File: src/ilk_consts.vh
// Constants for the interlock signal interface block.
`ifndef ILK_CONSTS_VH
`define ILK_CONSTS_VH

// ----------------------------------------------------------------
// Drive slots
// ----------------------------------------------------------------
`define ILK_NUM_DRIVES    9
`define ILK_DRV_AZ        0
`define ILK_DRV_EL        1
`define ILK_DRV_WRAP0     2
`define ILK_DRV_WRAP1     3
`define ILK_DRV_TWIST     4
`define ILK_DRV_CW0       5
`define ILK_NUM_AXIS      2
`define ILK_NUM_WRAP      3
`define ILK_NUM_CW        4
`define ILK_NUM_LIMITS    3

// ----------------------------------------------------------------
// Register offsets
// ----------------------------------------------------------------
`define ILK_OFS_CTRL      12'h000
`define ILK_OFS_COND_SNAP 12'h004
`define ILK_OFS_EN_SNAP   12'h008
`define ILK_OFS_LIM_SNAP  12'h00C
`define ILK_OFS_IRQ_STAT  12'h010
`define ILK_OFS_IRQ_MASK  12'h014
`define ILK_OFS_COND_LIVE 12'h018

// ----------------------------------------------------------------
// Fields and reset values
// ----------------------------------------------------------------
`define ILK_CTRL_ALLOW    0
`define ILK_IRQ_COND      0
`define ILK_IRQ_LIMIT     1
`define ILK_IRQ_REFRESH   2
`define ILK_IRQ_W         3
`define ILK_CTRL_RST      1'b0
`define ILK_MASK_RST      3'h0
`define ILK_SEQ_LSB       16

// ----------------------------------------------------------------
// Timing
// ----------------------------------------------------------------
`define ILK_CLK_HZ        200000000
`define ILK_REFRESH_HZ    25
`define ILK_REFRESH_CYC   (`ILK_CLK_HZ / `ILK_REFRESH_HZ)

`endif

File: src/ilk_pin_sync.v
// Three-stage pin synchroniser with agreement filter.
`timescale 1ns/1ps
module ilk_pin_sync #(
  parameter         W   = 1,
  parameter [W-1:0] RST = {W{1'b0}}
) (
  input  wire         pclk,
  input  wire         presetn,
  input  wire [W-1:0] pin_in,
  output wire [W-1:0] sync_out
);

  reg [W-1:0] s1_reg;
  reg [W-1:0] s2_reg;
  reg [W-1:0] s3_reg;
  reg [W-1:0] out_reg;
  wire [W-1:0] agree;
  wire [W-1:0] out_next;

  // A bit only moves once the second and third stages agree.
  assign agree    = ~(s2_reg ^ s3_reg);
  assign out_next = (s2_reg & agree) | (out_reg & ~agree);

  always @(posedge pclk or negedge presetn)
  begin
    if (!presetn)
    begin
      s1_reg  <= RST;
      s2_reg  <= RST;
      s3_reg  <= RST;
      out_reg <= RST;
    end
    else
    begin
      s1_reg  <= pin_in;
      s2_reg  <= s1_reg;
      s3_reg  <= s2_reg;
      out_reg <= out_next;
    end
  end

  assign sync_out = out_reg;

endmodule // ilk_pin_sync

File: src/ilk_tick.v
// Divider that gives a one-cycle enable pulse every CYCLES clocks.
`timescale 1ns/1ps
module ilk_tick #(
  parameter CYCLES = 8000000
) (
  input  wire pclk,
  input  wire presetn,
  output reg  tick
);

  localparam [31:0] LAST = CYCLES - 1;

  reg  [31:0] cnt_reg;

  always @(posedge pclk or negedge presetn)
  begin
    if (!presetn)
    begin
      cnt_reg <= 32'h0000_0000;
      tick    <= 1'b0;
    end
    else if (cnt_reg >= LAST)
    begin
      cnt_reg <= 32'h0000_0000;
      tick    <= 1'b1;
    end
    else
    begin
      cnt_reg <= cnt_reg + 32'h0000_0001;
      tick    <= 1'b0;
    end
  end

endmodule // ilk_tick

File: src/ilk_interface.v
// Interlock interface: pair decode, enable pairs, limits, APB regs.
//
// Functional notes
// [RULE1] The interlock side sends each input as a true line and complement.
// [RULE2] A pair reads released only for true 0, complement 1, else asserted.
// [RULE3] Every output pair to the interlock side is a line and its inverse.
// [RULE4] The far side reads a pair clear only for true 0, complement 1.
// [RULE5] Pairs arrive for both axes, wraps, twister and 4 counterweights.
// [RULE6] Enable requests come from the axis servo for both main axes.
// [RULE7] Enable requests come from the wrap subsystem for wraps and twister.
// [RULE8] The counterweight subsystem gives an enable request per drive.
// [RULE9] Enable pairs are sent for axes, 2 wraps, twister, 4 counterweights.
// [RULE10] Decoded axis conditions are passed to the axis servo.
// [RULE11] Decoded wrap and twister conditions go to the wrap subsystem.
// [RULE12] Decoded weight drive conditions go to the counterweight subsystem.
// [RULE13] Every state is copied for the supervisory controller at 25 Hz.
// [RULE14] Azimuth near-limit indications are driven to the interlock side.
// [RULE15] An elevation near-limit indication goes to the interlock side.
// [RULE16] A released condition means amplifiers enabled and brakes released.
// [RULE17] Every incoming pin passes a synchroniser before any decoding.
`timescale 1ns/1ps
`include "ilk_consts.vh"
module ilk_interface #(
  parameter REFRESH_CYCLES = `ILK_REFRESH_CYC
) (
  input  wire        pclk,
  input  wire        presetn,
  input  wire        psel,
  input  wire        penable,
  input  wire        pwrite,
  input  wire [11:0] paddr,
  input  wire [31:0] pwdata,
  output reg  [31:0] prdata,
  output wire        pready,
  output wire        pslverr,
  output wire        irq,
  input  wire [8:0]  cond_true_in,
  input  wire [8:0]  cond_comp_in,
  input  wire [1:0]  axis_en_req,
  input  wire [2:0]  wrap_en_req,
  input  wire [3:0]  cw_en_req,
  output wire [1:0]  axis_condition_asserted,
  output wire [2:0]  wrap_condition_asserted,
  output wire [3:0]  cw_condition_asserted,
  output reg  [8:0]  en_true_out,
  output reg  [8:0]  en_comp_out,
  input  wire [1:0]  az_near_limit_in,
  input  wire        el_near_limit_in,
  output reg  [2:0]  limit_true_out,
  output reg  [2:0]  limit_comp_out
);

  // ----------------------------------------------------------------
  // Declarations
  // ----------------------------------------------------------------
  wire [8:0]  cond_true_s;
  wire [8:0]  cond_comp_s;
  wire [2:0]  limit_s;
  wire [8:0]  cond_word;
  wire [8:0]  en_word;
  wire        refresh_tick;
  wire        wr_en;
  wire        rd_setup;
  wire        cond_evt;
  wire        limit_evt;
  wire [2:0]  irq_events;
  wire        sel_ctrl;
  wire        sel_cond_snap;
  wire        sel_en_snap;
  wire        sel_lim_snap;
  wire        sel_irq_stat;
  wire        sel_irq_mask;
  wire        sel_cond_live;
  reg  [8:0]  cond_reg;
  reg  [8:0]  cond_prev_reg;
  reg  [2:0]  limit_prev_reg;
  reg         ctrl_allow_reg;
  reg  [8:0]  cond_snap_reg;
  reg  [8:0]  en_snap_reg;
  reg  [2:0]  lim_snap_reg;
  reg  [7:0]  seq_reg;
  reg  [2:0]  irq_stat_reg;
  reg  [2:0]  irq_stat_next;
  reg  [2:0]  irq_mask_reg;
  reg  [31:0] rd_word;

  // ----------------------------------------------------------------
  // Helpers
  // ----------------------------------------------------------------
  // Released only for the exact pair 0/1; any other pattern,
  // including a broken or shorted cable, reads as asserted.
  function [8:0] pair_asserted;
    input [8:0] t;
    input [8:0] c;
    begin
      pair_asserted = ~(~t & c);
    end
  endfunction

  function mapped;
    input [11:0] a;
    begin
      if (a == `ILK_OFS_CTRL)
        mapped = 1'b1;
      else if (a == `ILK_OFS_COND_SNAP)
        mapped = 1'b1;
      else if (a == `ILK_OFS_EN_SNAP)
        mapped = 1'b1;
      else if (a == `ILK_OFS_LIM_SNAP)
        mapped = 1'b1;
      else if (a == `ILK_OFS_IRQ_STAT)
        mapped = 1'b1;
      else if (a == `ILK_OFS_IRQ_MASK)
        mapped = 1'b1;
      else if (a == `ILK_OFS_COND_LIVE)
        mapped = 1'b1;
      else
        mapped = 1'b0;
    end
  endfunction

  // ----------------------------------------------------------------
  // Input synchronisers
  // ----------------------------------------------------------------
  // [RULE17] Synchronise condition lines.
  // True lines reset high so every pair decodes asserted until
  // the pins have been sampled; the safe reading comes first.
  ilk_pin_sync #(
    .W   (9),
    .RST (9'h1FF)
  ) u_sync_true (
    .pclk     (pclk),
    .presetn  (presetn),
    .pin_in   (cond_true_in),
    .sync_out (cond_true_s)
  );

  ilk_pin_sync #(
    .W   (9),
    .RST (9'h000)
  ) u_sync_comp (
    .pclk     (pclk),
    .presetn  (presetn),
    .pin_in   (cond_comp_in),
    .sync_out (cond_comp_s)
  );

  // [RULE17] Synchronise limit switches.
  ilk_pin_sync #(
    .W   (3),
    .RST (3'h0)
  ) u_sync_lim (
    .pclk     (pclk),
    .presetn  (presetn),
    .pin_in   ({el_near_limit_in, az_near_limit_in}),
    .sync_out (limit_s)
  );

  // ----------------------------------------------------------------
  // Condition decode
  // ----------------------------------------------------------------
  // [RULE2] [RULE5] Decode all nine pairs.
  assign cond_word = pair_asserted(cond_true_s, cond_comp_s);

  always @(posedge pclk or negedge presetn)
  begin
    if (!presetn)
    begin
      cond_reg       <= 9'h1FF;
      cond_prev_reg  <= 9'h1FF;
      limit_prev_reg <= 3'h0;
    end
    else
    begin
      cond_reg       <= cond_word;
      cond_prev_reg  <= cond_reg;
      limit_prev_reg <= limit_s;
    end
  end

  // [RULE10] [RULE16] Axis conditions to servo.
  assign axis_condition_asserted = cond_reg[`ILK_DRV_EL:`ILK_DRV_AZ];
  // [RULE11] Wraps and twister.
  assign wrap_condition_asserted = cond_reg[`ILK_DRV_TWIST:`ILK_DRV_WRAP0];
  // [RULE12] Counterweights.
  assign cw_condition_asserted   = cond_reg[8:`ILK_DRV_CW0];

  // ----------------------------------------------------------------
  // Enable and limit outputs
  // ----------------------------------------------------------------
  // [RULE6] [RULE7] [RULE8] Collect enable requests.
  // Software must open the gate after reset; until then every
  // enable pair reads clear on the interlock side, so no request
  // made before software is ready can power a drive.
  assign en_word = {cw_en_req, wrap_en_req, axis_en_req}
                 & {9{ctrl_allow_reg}};

  always @(posedge pclk or negedge presetn)
  begin
    if (!presetn)
    begin
      en_true_out    <= 9'h000;
      en_comp_out    <= 9'h1FF;
    end
    else
    begin
      // [RULE9] [RULE3] Enable pairs out.
      en_true_out    <= en_word;
      en_comp_out    <= ~en_word;
    end
  end

  // [RULE14] [RULE15] [RULE3] Near-limit pairs out.
  always @(posedge pclk or negedge presetn)
  begin
    if (!presetn)
    begin
      limit_true_out <= 3'h0;
      limit_comp_out <= 3'h7;
    end
    else
    begin
      limit_true_out <= limit_s;
      limit_comp_out <= ~limit_s;
    end
  end

  // ----------------------------------------------------------------
  // Supervisory snapshot
  // ----------------------------------------------------------------
  ilk_tick #(
    .CYCLES (REFRESH_CYCLES)
  ) u_tick (
    .pclk    (pclk),
    .presetn (presetn),
    .tick    (refresh_tick)
  );

  // [RULE13] Periodic refresh of all states.
  // A snapshot keeps the fields coherent with each other; the live
  // condition register is there for faster polling when needed.
  always @(posedge pclk or negedge presetn)
  begin
    if (!presetn)
    begin
      cond_snap_reg <= 9'h1FF;
      en_snap_reg   <= 9'h000;
      lim_snap_reg  <= 3'h0;
      seq_reg       <= 8'h00;
    end
    else if (refresh_tick)
    begin
      cond_snap_reg <= cond_reg;
      en_snap_reg   <= en_true_out;
      lim_snap_reg  <= limit_true_out;
      seq_reg       <= seq_reg + 8'h01;
    end
  end

  // ----------------------------------------------------------------
  // Interrupts
  // ----------------------------------------------------------------
  assign cond_evt   = |(cond_reg ^ cond_prev_reg);
  assign limit_evt  = |(limit_s ^ limit_prev_reg);
  assign irq_events = {refresh_tick, limit_evt, cond_evt};

  // A new event wins over a write-one-to-clear in the same cycle.
  always @*
  begin
    irq_stat_next = irq_stat_reg;
    if (wr_en && sel_irq_stat)
      irq_stat_next = irq_stat_reg & ~pwdata[`ILK_IRQ_W-1:0];
    irq_stat_next = irq_stat_next | irq_events;
  end

  // Sticky status, so irq stays high until software clears the bit.
  assign irq = |(irq_stat_reg & irq_mask_reg);

  // ----------------------------------------------------------------
  // APB slave
  // ----------------------------------------------------------------
  assign wr_en    = psel & penable & pwrite;
  assign rd_setup = psel & ~penable & ~pwrite;
  assign pready   = 1'b1;
  // An unmapped access flags an error and changes no register.
  assign pslverr  = psel & penable & ~mapped(paddr);

  // One compare per register, shared by the write and read paths.
  assign sel_ctrl      = (paddr == `ILK_OFS_CTRL);
  assign sel_cond_snap = (paddr == `ILK_OFS_COND_SNAP);
  assign sel_en_snap   = (paddr == `ILK_OFS_EN_SNAP);
  assign sel_lim_snap  = (paddr == `ILK_OFS_LIM_SNAP);
  assign sel_irq_stat  = (paddr == `ILK_OFS_IRQ_STAT);
  assign sel_irq_mask  = (paddr == `ILK_OFS_IRQ_MASK);
  assign sel_cond_live = (paddr == `ILK_OFS_COND_LIVE);

  always @(posedge pclk or negedge presetn)
  begin
    if (!presetn)
    begin
      ctrl_allow_reg <= `ILK_CTRL_RST;
      irq_mask_reg   <= `ILK_MASK_RST;
      irq_stat_reg   <= 3'h0;
    end
    else
    begin
      irq_stat_reg <= irq_stat_next;
      if (wr_en && sel_ctrl)
        ctrl_allow_reg <= pwdata[`ILK_CTRL_ALLOW];
      if (wr_en && sel_irq_mask)
        irq_mask_reg <= pwdata[`ILK_IRQ_W-1:0];
    end
  end

  always @*
  begin
    rd_word = 32'h0000_0000;
    if (sel_ctrl)
      rd_word[`ILK_CTRL_ALLOW] = ctrl_allow_reg;
    else if (sel_cond_snap)
      rd_word[8:0] = cond_snap_reg;
    else if (sel_en_snap)
      rd_word[8:0] = en_snap_reg;
    else if (sel_lim_snap)
    begin
      rd_word[2:0] = lim_snap_reg;
      rd_word[`ILK_SEQ_LSB+7:`ILK_SEQ_LSB] = seq_reg;
    end
    else if (sel_irq_stat)
      rd_word[`ILK_IRQ_W-1:0] = irq_stat_reg;
    else if (sel_irq_mask)
      rd_word[`ILK_IRQ_W-1:0] = irq_mask_reg;
    else if (sel_cond_live)
      rd_word[8:0] = cond_reg;
    else
      rd_word = 32'h0000_0000;
  end

  // Read data is captured in the setup cycle so that it comes from a
  // flip-flop while pready stays high in the access cycle.
  always @(posedge pclk or negedge presetn)
  begin
    if (!presetn)
      prdata <= 32'h0000_0000;
    else if (rd_setup)
      prdata <= rd_word;
  end

endmodule // ilk_interface

File: config.mk
export PLATFORM = sky130hd
export DESIGN_NAME = ilk_interface
export DESIGN_NICKNAME = d
export VERILOG_FILES = /design/src/ilk_pin_sync.v /design/src/ilk_tick.v /design/src/ilk_interface.v
export VERILOG_INCLUDE_DIRS = /design/src
export SDC_FILE = /design/constraint.sdc
export NUM_CORES = 1
export LEC_CHECK = 0
export BUFFER_PORTS_ARGS = -buffer_cell sky130_fd_sc_hd__clkbuf_2
export CELL_PAD_IN_SITES_DETAIL_PLACEMENT = 0
export CELL_PAD_IN_SITES_GLOBAL_PLACEMENT = 1
export CORE_MARGIN = 2
export CORE_UTILIZATION = 40
export CTS_CLUSTER_DIAMETER = 200
export CTS_CLUSTER_SIZE = 25
export DETAILED_ROUTE_END_ITERATION = 10
export PLACE_DENSITY_LB_ADDON = 0.1
export SETUP_SLACK_MARGIN = 0.2
export SKIP_LAST_GASP = 1
export SLEW_MARGIN = 10
export SYNTH_ARGS = -nofsm -noshare
export SYNTH_HDL_FRONTEND = slang
export SYNTH_HIERARCHICAL = 1
export SYNTH_SLANG_ARGS = --single-unit
File: constraint.sdc
create_clock -name pclk -period 2 [get_ports pclk]
set_clock_uncertainty 0.05 [all_clocks]
set_input_delay 0.1 -clock pclk [delete_from_list [all_inputs] [get_ports pclk]]
set_output_delay 0.1 -clock pclk [all_outputs]
set_load 0.02 [all_outputs]
---- After elaboration in Yosys (flattened, before gate mapping) ----
Cells that the tools add are included.
cells by class
  add/sub/neg operators ................... 2
  $mul .................................... 0
  divide/modulo/power cells ............... 0
  magnitude comparators ................... 1
  eq/ne operators ......................... 6
  shifts and indexed selects .............. 0
  mux-type cells .......................... 30
  bitwise gates (word level) .............. 38
  reductions and logical operators ........ 7
operator list
  cell                   number
  $mux 9                 9
  $not 9->9              7
  $and 9x9->9            6
  $eq 12x5->1 const B    3
  $add 32x1->32 const B  1
  $ge 32x23->1 const B   1
  $mux 32                1
  $mux 31                1
  $mux 15                2
  $xor 9x9->9            3
  $eq 12x4->1 const B    2
  $or 9x9->9             2
  $mux 13                1
  $and 3x3->3            4
  $eq 12x3->1 const B    1
  $logic_not 12->1       1
  $mux 3                 4
  $mux 6                 2
  $not 3->3              4
  $mux 1                 9
  $reduce_or 9->1        1
  $add 8x1->8 const B    1
  $mux 8                 1
  $or 3x3->3             2
  5 further kinds        15
storage, ports and cells
  flip-flop bits (word level) ............. 227
  bits in latches ......................... 0
  bits in writable memories ............... 0
  ROM bits ................................ 0
  bits of input ports ..................... 79
  output and inout bits ................... 68
  logic and storage cells ................. 112
  memories ................................ 0

---- Longest topological paths before layout ----
  word-level depth ........................ 14
  mapped depth ............................ 6
  mapped depth without buffers ............ 5

---- By module ----
The synthesis kept the hierarchy.
by module, submodules not included
  module                      instances  cells each  area an instance (um2)  sequential area each (um2)
  ilk_interface               1          303         3,945.0                 2,426.1
  ilk_tick                    1          141         1,514.0                 825.8
  ilk_pin_sync (u_sync_true)  1          45          1,047.3                 945.9
  ilk_pin_sync (u_sync_comp)  1          45          1,002.2                 900.9
  ilk_pin_sync (u_sync_lim)   1          15          334.1                   300.3

---- Least setup slack after synthesis ----
No wires, ideal clock.
  path type ............................... register -> register
  start point ............................. reg u_tick.cnt_reg[0]
  end point ............................... reg u_tick.cnt_reg[20]
  setup time .............................. 0.087 ns
  data arrival time ....................... 2.024 ns
  required time ........................... 1.863 ns
  setup slack ............................. -0.161 ns
  cell stages (with the launch flop) ...... 7
  buffers on the path ..................... 1
  clock period less this slack ............ 2.161 ns
  cell sequence ........................... dfrtp_1 > ha_1 > nand3_2 > or4_1 > buf_2 > or4_1 > a211oi_2
between the ends
  longest elaborated chain between the ends .. 2
  elaborated cells between the ends (all ways) .. 3
  those cells by class .................... add/sub (1); order compare (1); mux (1)
ends and longest elaborated chain
  element                                        RTL line                      text
  start, declared                                ilk_tick.v:13                 reg [31:0] cnt_reg;
  start signal, assigned                         ilk_tick.v:29                 cnt_reg <= cnt_reg + 32'h0000_0001;
  $add 32x1->32 or $ge 32x23->1 (tied branches)  ilk_tick.v:29, ilk_tick.v:22
  $mux 32 *                                      ilk_tick.v:22                 else if (cnt_reg >= LAST)
Every way passes the cells marked *; elsewhere a longest branch is shown, timed or not.
A chain may end at the register's enable or synchronous reset.

---- Worst setup path in the final report ----
  start point ............................. reg u_tick.cnt_reg[0]
  end point ............................... reg u_tick.cnt_reg[22]
The elaborated chain is that of the path after synthesis.

==> run_results.csv <==
group,metric,value,unit
logic_synthesis,syn-cell-area,7840,sq um
clock_network,htreeDepth,1,
grt,gr-total-overflow,0,
grt,first_global_vias,4833,
layout,fin_util,0.506,
worst_setup_path,path_class,"reg -> reg",
sta,fin_crit_sh,0.970,
min_path,hp-class,"in -> reg",
routing,vias,4814,
worst_setup_path,arrival,2270,ps
power,power.density,817,nW/um^2
die,core-area,19300,sq um
sta,rsz0062_at_grt,"true",
clock_network,cts_buffers,12,
die,die_area,20700,sq um
layout,layout-drive-gt1-share,0.425,
worst_setup_path,cp.required,2330,ps
layout,nets,816,
layout,insertedDiodeCount,0,
clock_network,root_buffer,"clkbuf_16",
sta,tightestPinTransition,722,ps
logic_synthesis,ys.flop_type,"dfrtp_1",
sta,final.setup.worst_slack,60.5,ps
power,peakVddDrop,571,uV
logic_synthesis,yosys_warnings,6,
die,io-pin-count,147,
die,rows,51,
logic_synthesis,synthCells,549,
logic_synthesis,async_flop_share,1.00,
clock_network,cts_tree,"done",
job,cap_violations,0,
logic_synthesis,seq_area_frac_synth,0.688,
logic_synthesis,avgSynthCellArea,14.3,sq um
layout,area_growth,24.8,%
routing,drt-total-wl,15500,um
grt,grt_max_degree,73,
die,start_util,0.406,
power,cellLeakagePower,4.32,nW
routing,firstDrtPassIters,4,
logic_synthesis,ys_ff_latch,212,
grt,grt_pass1_wl,25000,um
routing,drc,0,
placed_design,dp_worst_setup_slack,-30.7,ps
power,p_total,8.00,mW
grt,antenna_found_initial,0,
logic_synthesis,synth_top_area_share,0.437,
worst_setup_path,crit_path_end_kind,"flip-flop",
sta,drv_slew,0,
routing,avgRoutedWirePerCell,15.4,um
placed_design,numPortBuffers,101,
routing,drt_iter0_drc,275,
worst_setup_path,reg2reg_slack,60,ps
routing,detail_route.vias_per_cell,4.79,
grt,grt_use_total,0.151,
sta,post-route-min-period,1940,ps
clock_network,cts_sinks,212,
clock_network,clkTransAtPathRegs,100,ps
sta,finalSetupViolations,0,
sta,max-slew-margin-rel,0.519,
sta,finalHoldViolations,0,
clock_network,clk_path_buf_depth,3,
worst_setup_path,setup.worst_path.start_class,"flip-flop",
logic_synthesis,synth-edff-count,0,
logic_synthesis,ys_types,59,
sta,whs,40.4,ps
clock_network,insertion_delay,460,ps
layout,largest_reg_flops,32,
sta,tns,0,ps
die,die_w,144,um
logic_synthesis,yosys-top-cells-area,"dfrtp_1 44%, dfstp_2 25%, mux2_2 3.6%",
logic_synthesis,synth_top_area_cell,"dfrtp_1",
status,status,"complete, no violations",
routing,ant_nets,0,
sta,fmax,516,MHz
worst_setup_path,cp_max_fo,3,
placed_design,place_congestion,0.749,
die,die_y,144,um
placed_design,dp_hpwl,10900,um
stage by stage:
| step | cell area, sq um | instances |
|---|---|---|
| 2_1_floorplan | 7970 | 571 |
| 3_3_place_gp | 8920 | 942 |
| 3_5_place_dp | 8920 | 942 |
| 4_1_cts | 9750 | 1004 |
| 5_1_grt | 9790 | 1006 |
| 6_report | 9790 | 1006 |
cell families after synthesis:
| family | count (synthesis) | synth area share |
|---|---|---|
| adders and majority gates | 23 | 0.0333 |
| buffers and inverters | 54 | 0.0365 |
| DFF | 212 | 0.688 |
| other | 3 | 0.00144 |
| and+or+nand+nor | 129 | 0.0980 |
| muxes | 31 | 0.0436 |
| AOI/OAI and AO/OA | 66 | 0.0641 |
| xor gates and xnor gates | 31 | 0.0346 |
synth_stat cells (9+ instances only):
library cell	n
buf_4	16
clkbuf_1	9
dfrtp_1	137
dfstp_2	75
inv_1	21
maj3_2	21
mux2_2	25
nand2_1	25
nand2b_1	9
nand3_1	13
nor3_1	20
o21ai_0	17
xnor2_1	18
xor2_1	13
path summary, 6_finish.rpt:
check	startpoint	endpoint	depth (start not counted)
setup / recovery	u_tick/cnt_reg[0]$_DFF_PN0_	u_tick/cnt_reg[22]$_DFF_PN0_	5
hold / removal	pwrite	prdata[0]$_DFFE_PN0P_	4
setup reg to reg	u_tick/cnt_reg[0]$_DFF_PN0_	u_tick/cnt_reg[22]$_DFF_PN0_	5
hold reg to reg	u_sync_comp/s1_reg[4]$_DFF_PN0_	u_sync_comp/s2_reg[4]$_DFF_PN0_	0
max in group asynchronous	presetn	en_comp_out[6]$_DFF_PN1_	3
min in group asynchronous	presetn	en_true_out[8]$_DFF_PN0_	2
timing repair:
| action | 4_1_cts | 5_1_grt |
|---|---|---|
| gates cloned | 1 | 0 |
| pin swaps | 1 | 2 |
| hold endpoints to repair | 110 | 0 |
| hold buffers | 35 | 0 |
| endpoints found under the setup margin | 24 | 24 |
| gates resized for setup | 11 | 4 |
| buffers inserted | 6 | 2 |
cell usage in the layout, fill, tap and decap left out, types with 6 or more instances in the layout:
cell type,n
dfrtp_1,137
clkbuf_2,100
dfstp_2,75
buf_4,38
dlygate4sd3_1,35
nand2_1,25
mux2_2,25
conb_1,25
inv_1,21
maj3_2,21
nor3_1,20
xnor2_1,18
o21ai_0,17
xor2_1,13
clkbuf_16,13
nand3_1,12
nand2b_1,9
a22o_2,8
a211oi_2,8
nor2_1,7
nand4_1,7
mux2i_1,6
a32oi_1,6
clkbuf_1,6
or3_1,6
cell type report:
type | instances | area, sq um
timing repair buffer | 183 | 1300
inverter | 21 | 78.8
sequential | 212 | 5400
clock inverter | 1 | 16.3
clock buffer | 19 | 348
multi-input combinational | 305 | 2310
fill | 1692 | 9550
tap | 265 | 332
per-layer routing:
layer	track usage	part of all wire
met1	0.216	0.45
met2	0.253	0.50
met4	0.0284	0.010
met5	0	0
met3	0.0195	0.040
power breakdown:
part / leakage, nW / switching [mW] / internal (mW)
clock network: 0.174 / 1.32 / 1.23
registers: 2.53 / 0.201 / 4.62
logic: 1.62 / 0.325 / 0.301
total: 4.32 / 1.85 / 6.15
worst max-delay path: stages (launching register included):
cell and delay (ps):
dfrtp_1 390, ha_2 200, nand3_2 80, or4_4 440, or4_4 500, a211oi_2 200
Power figures use the tool's default switching activity.
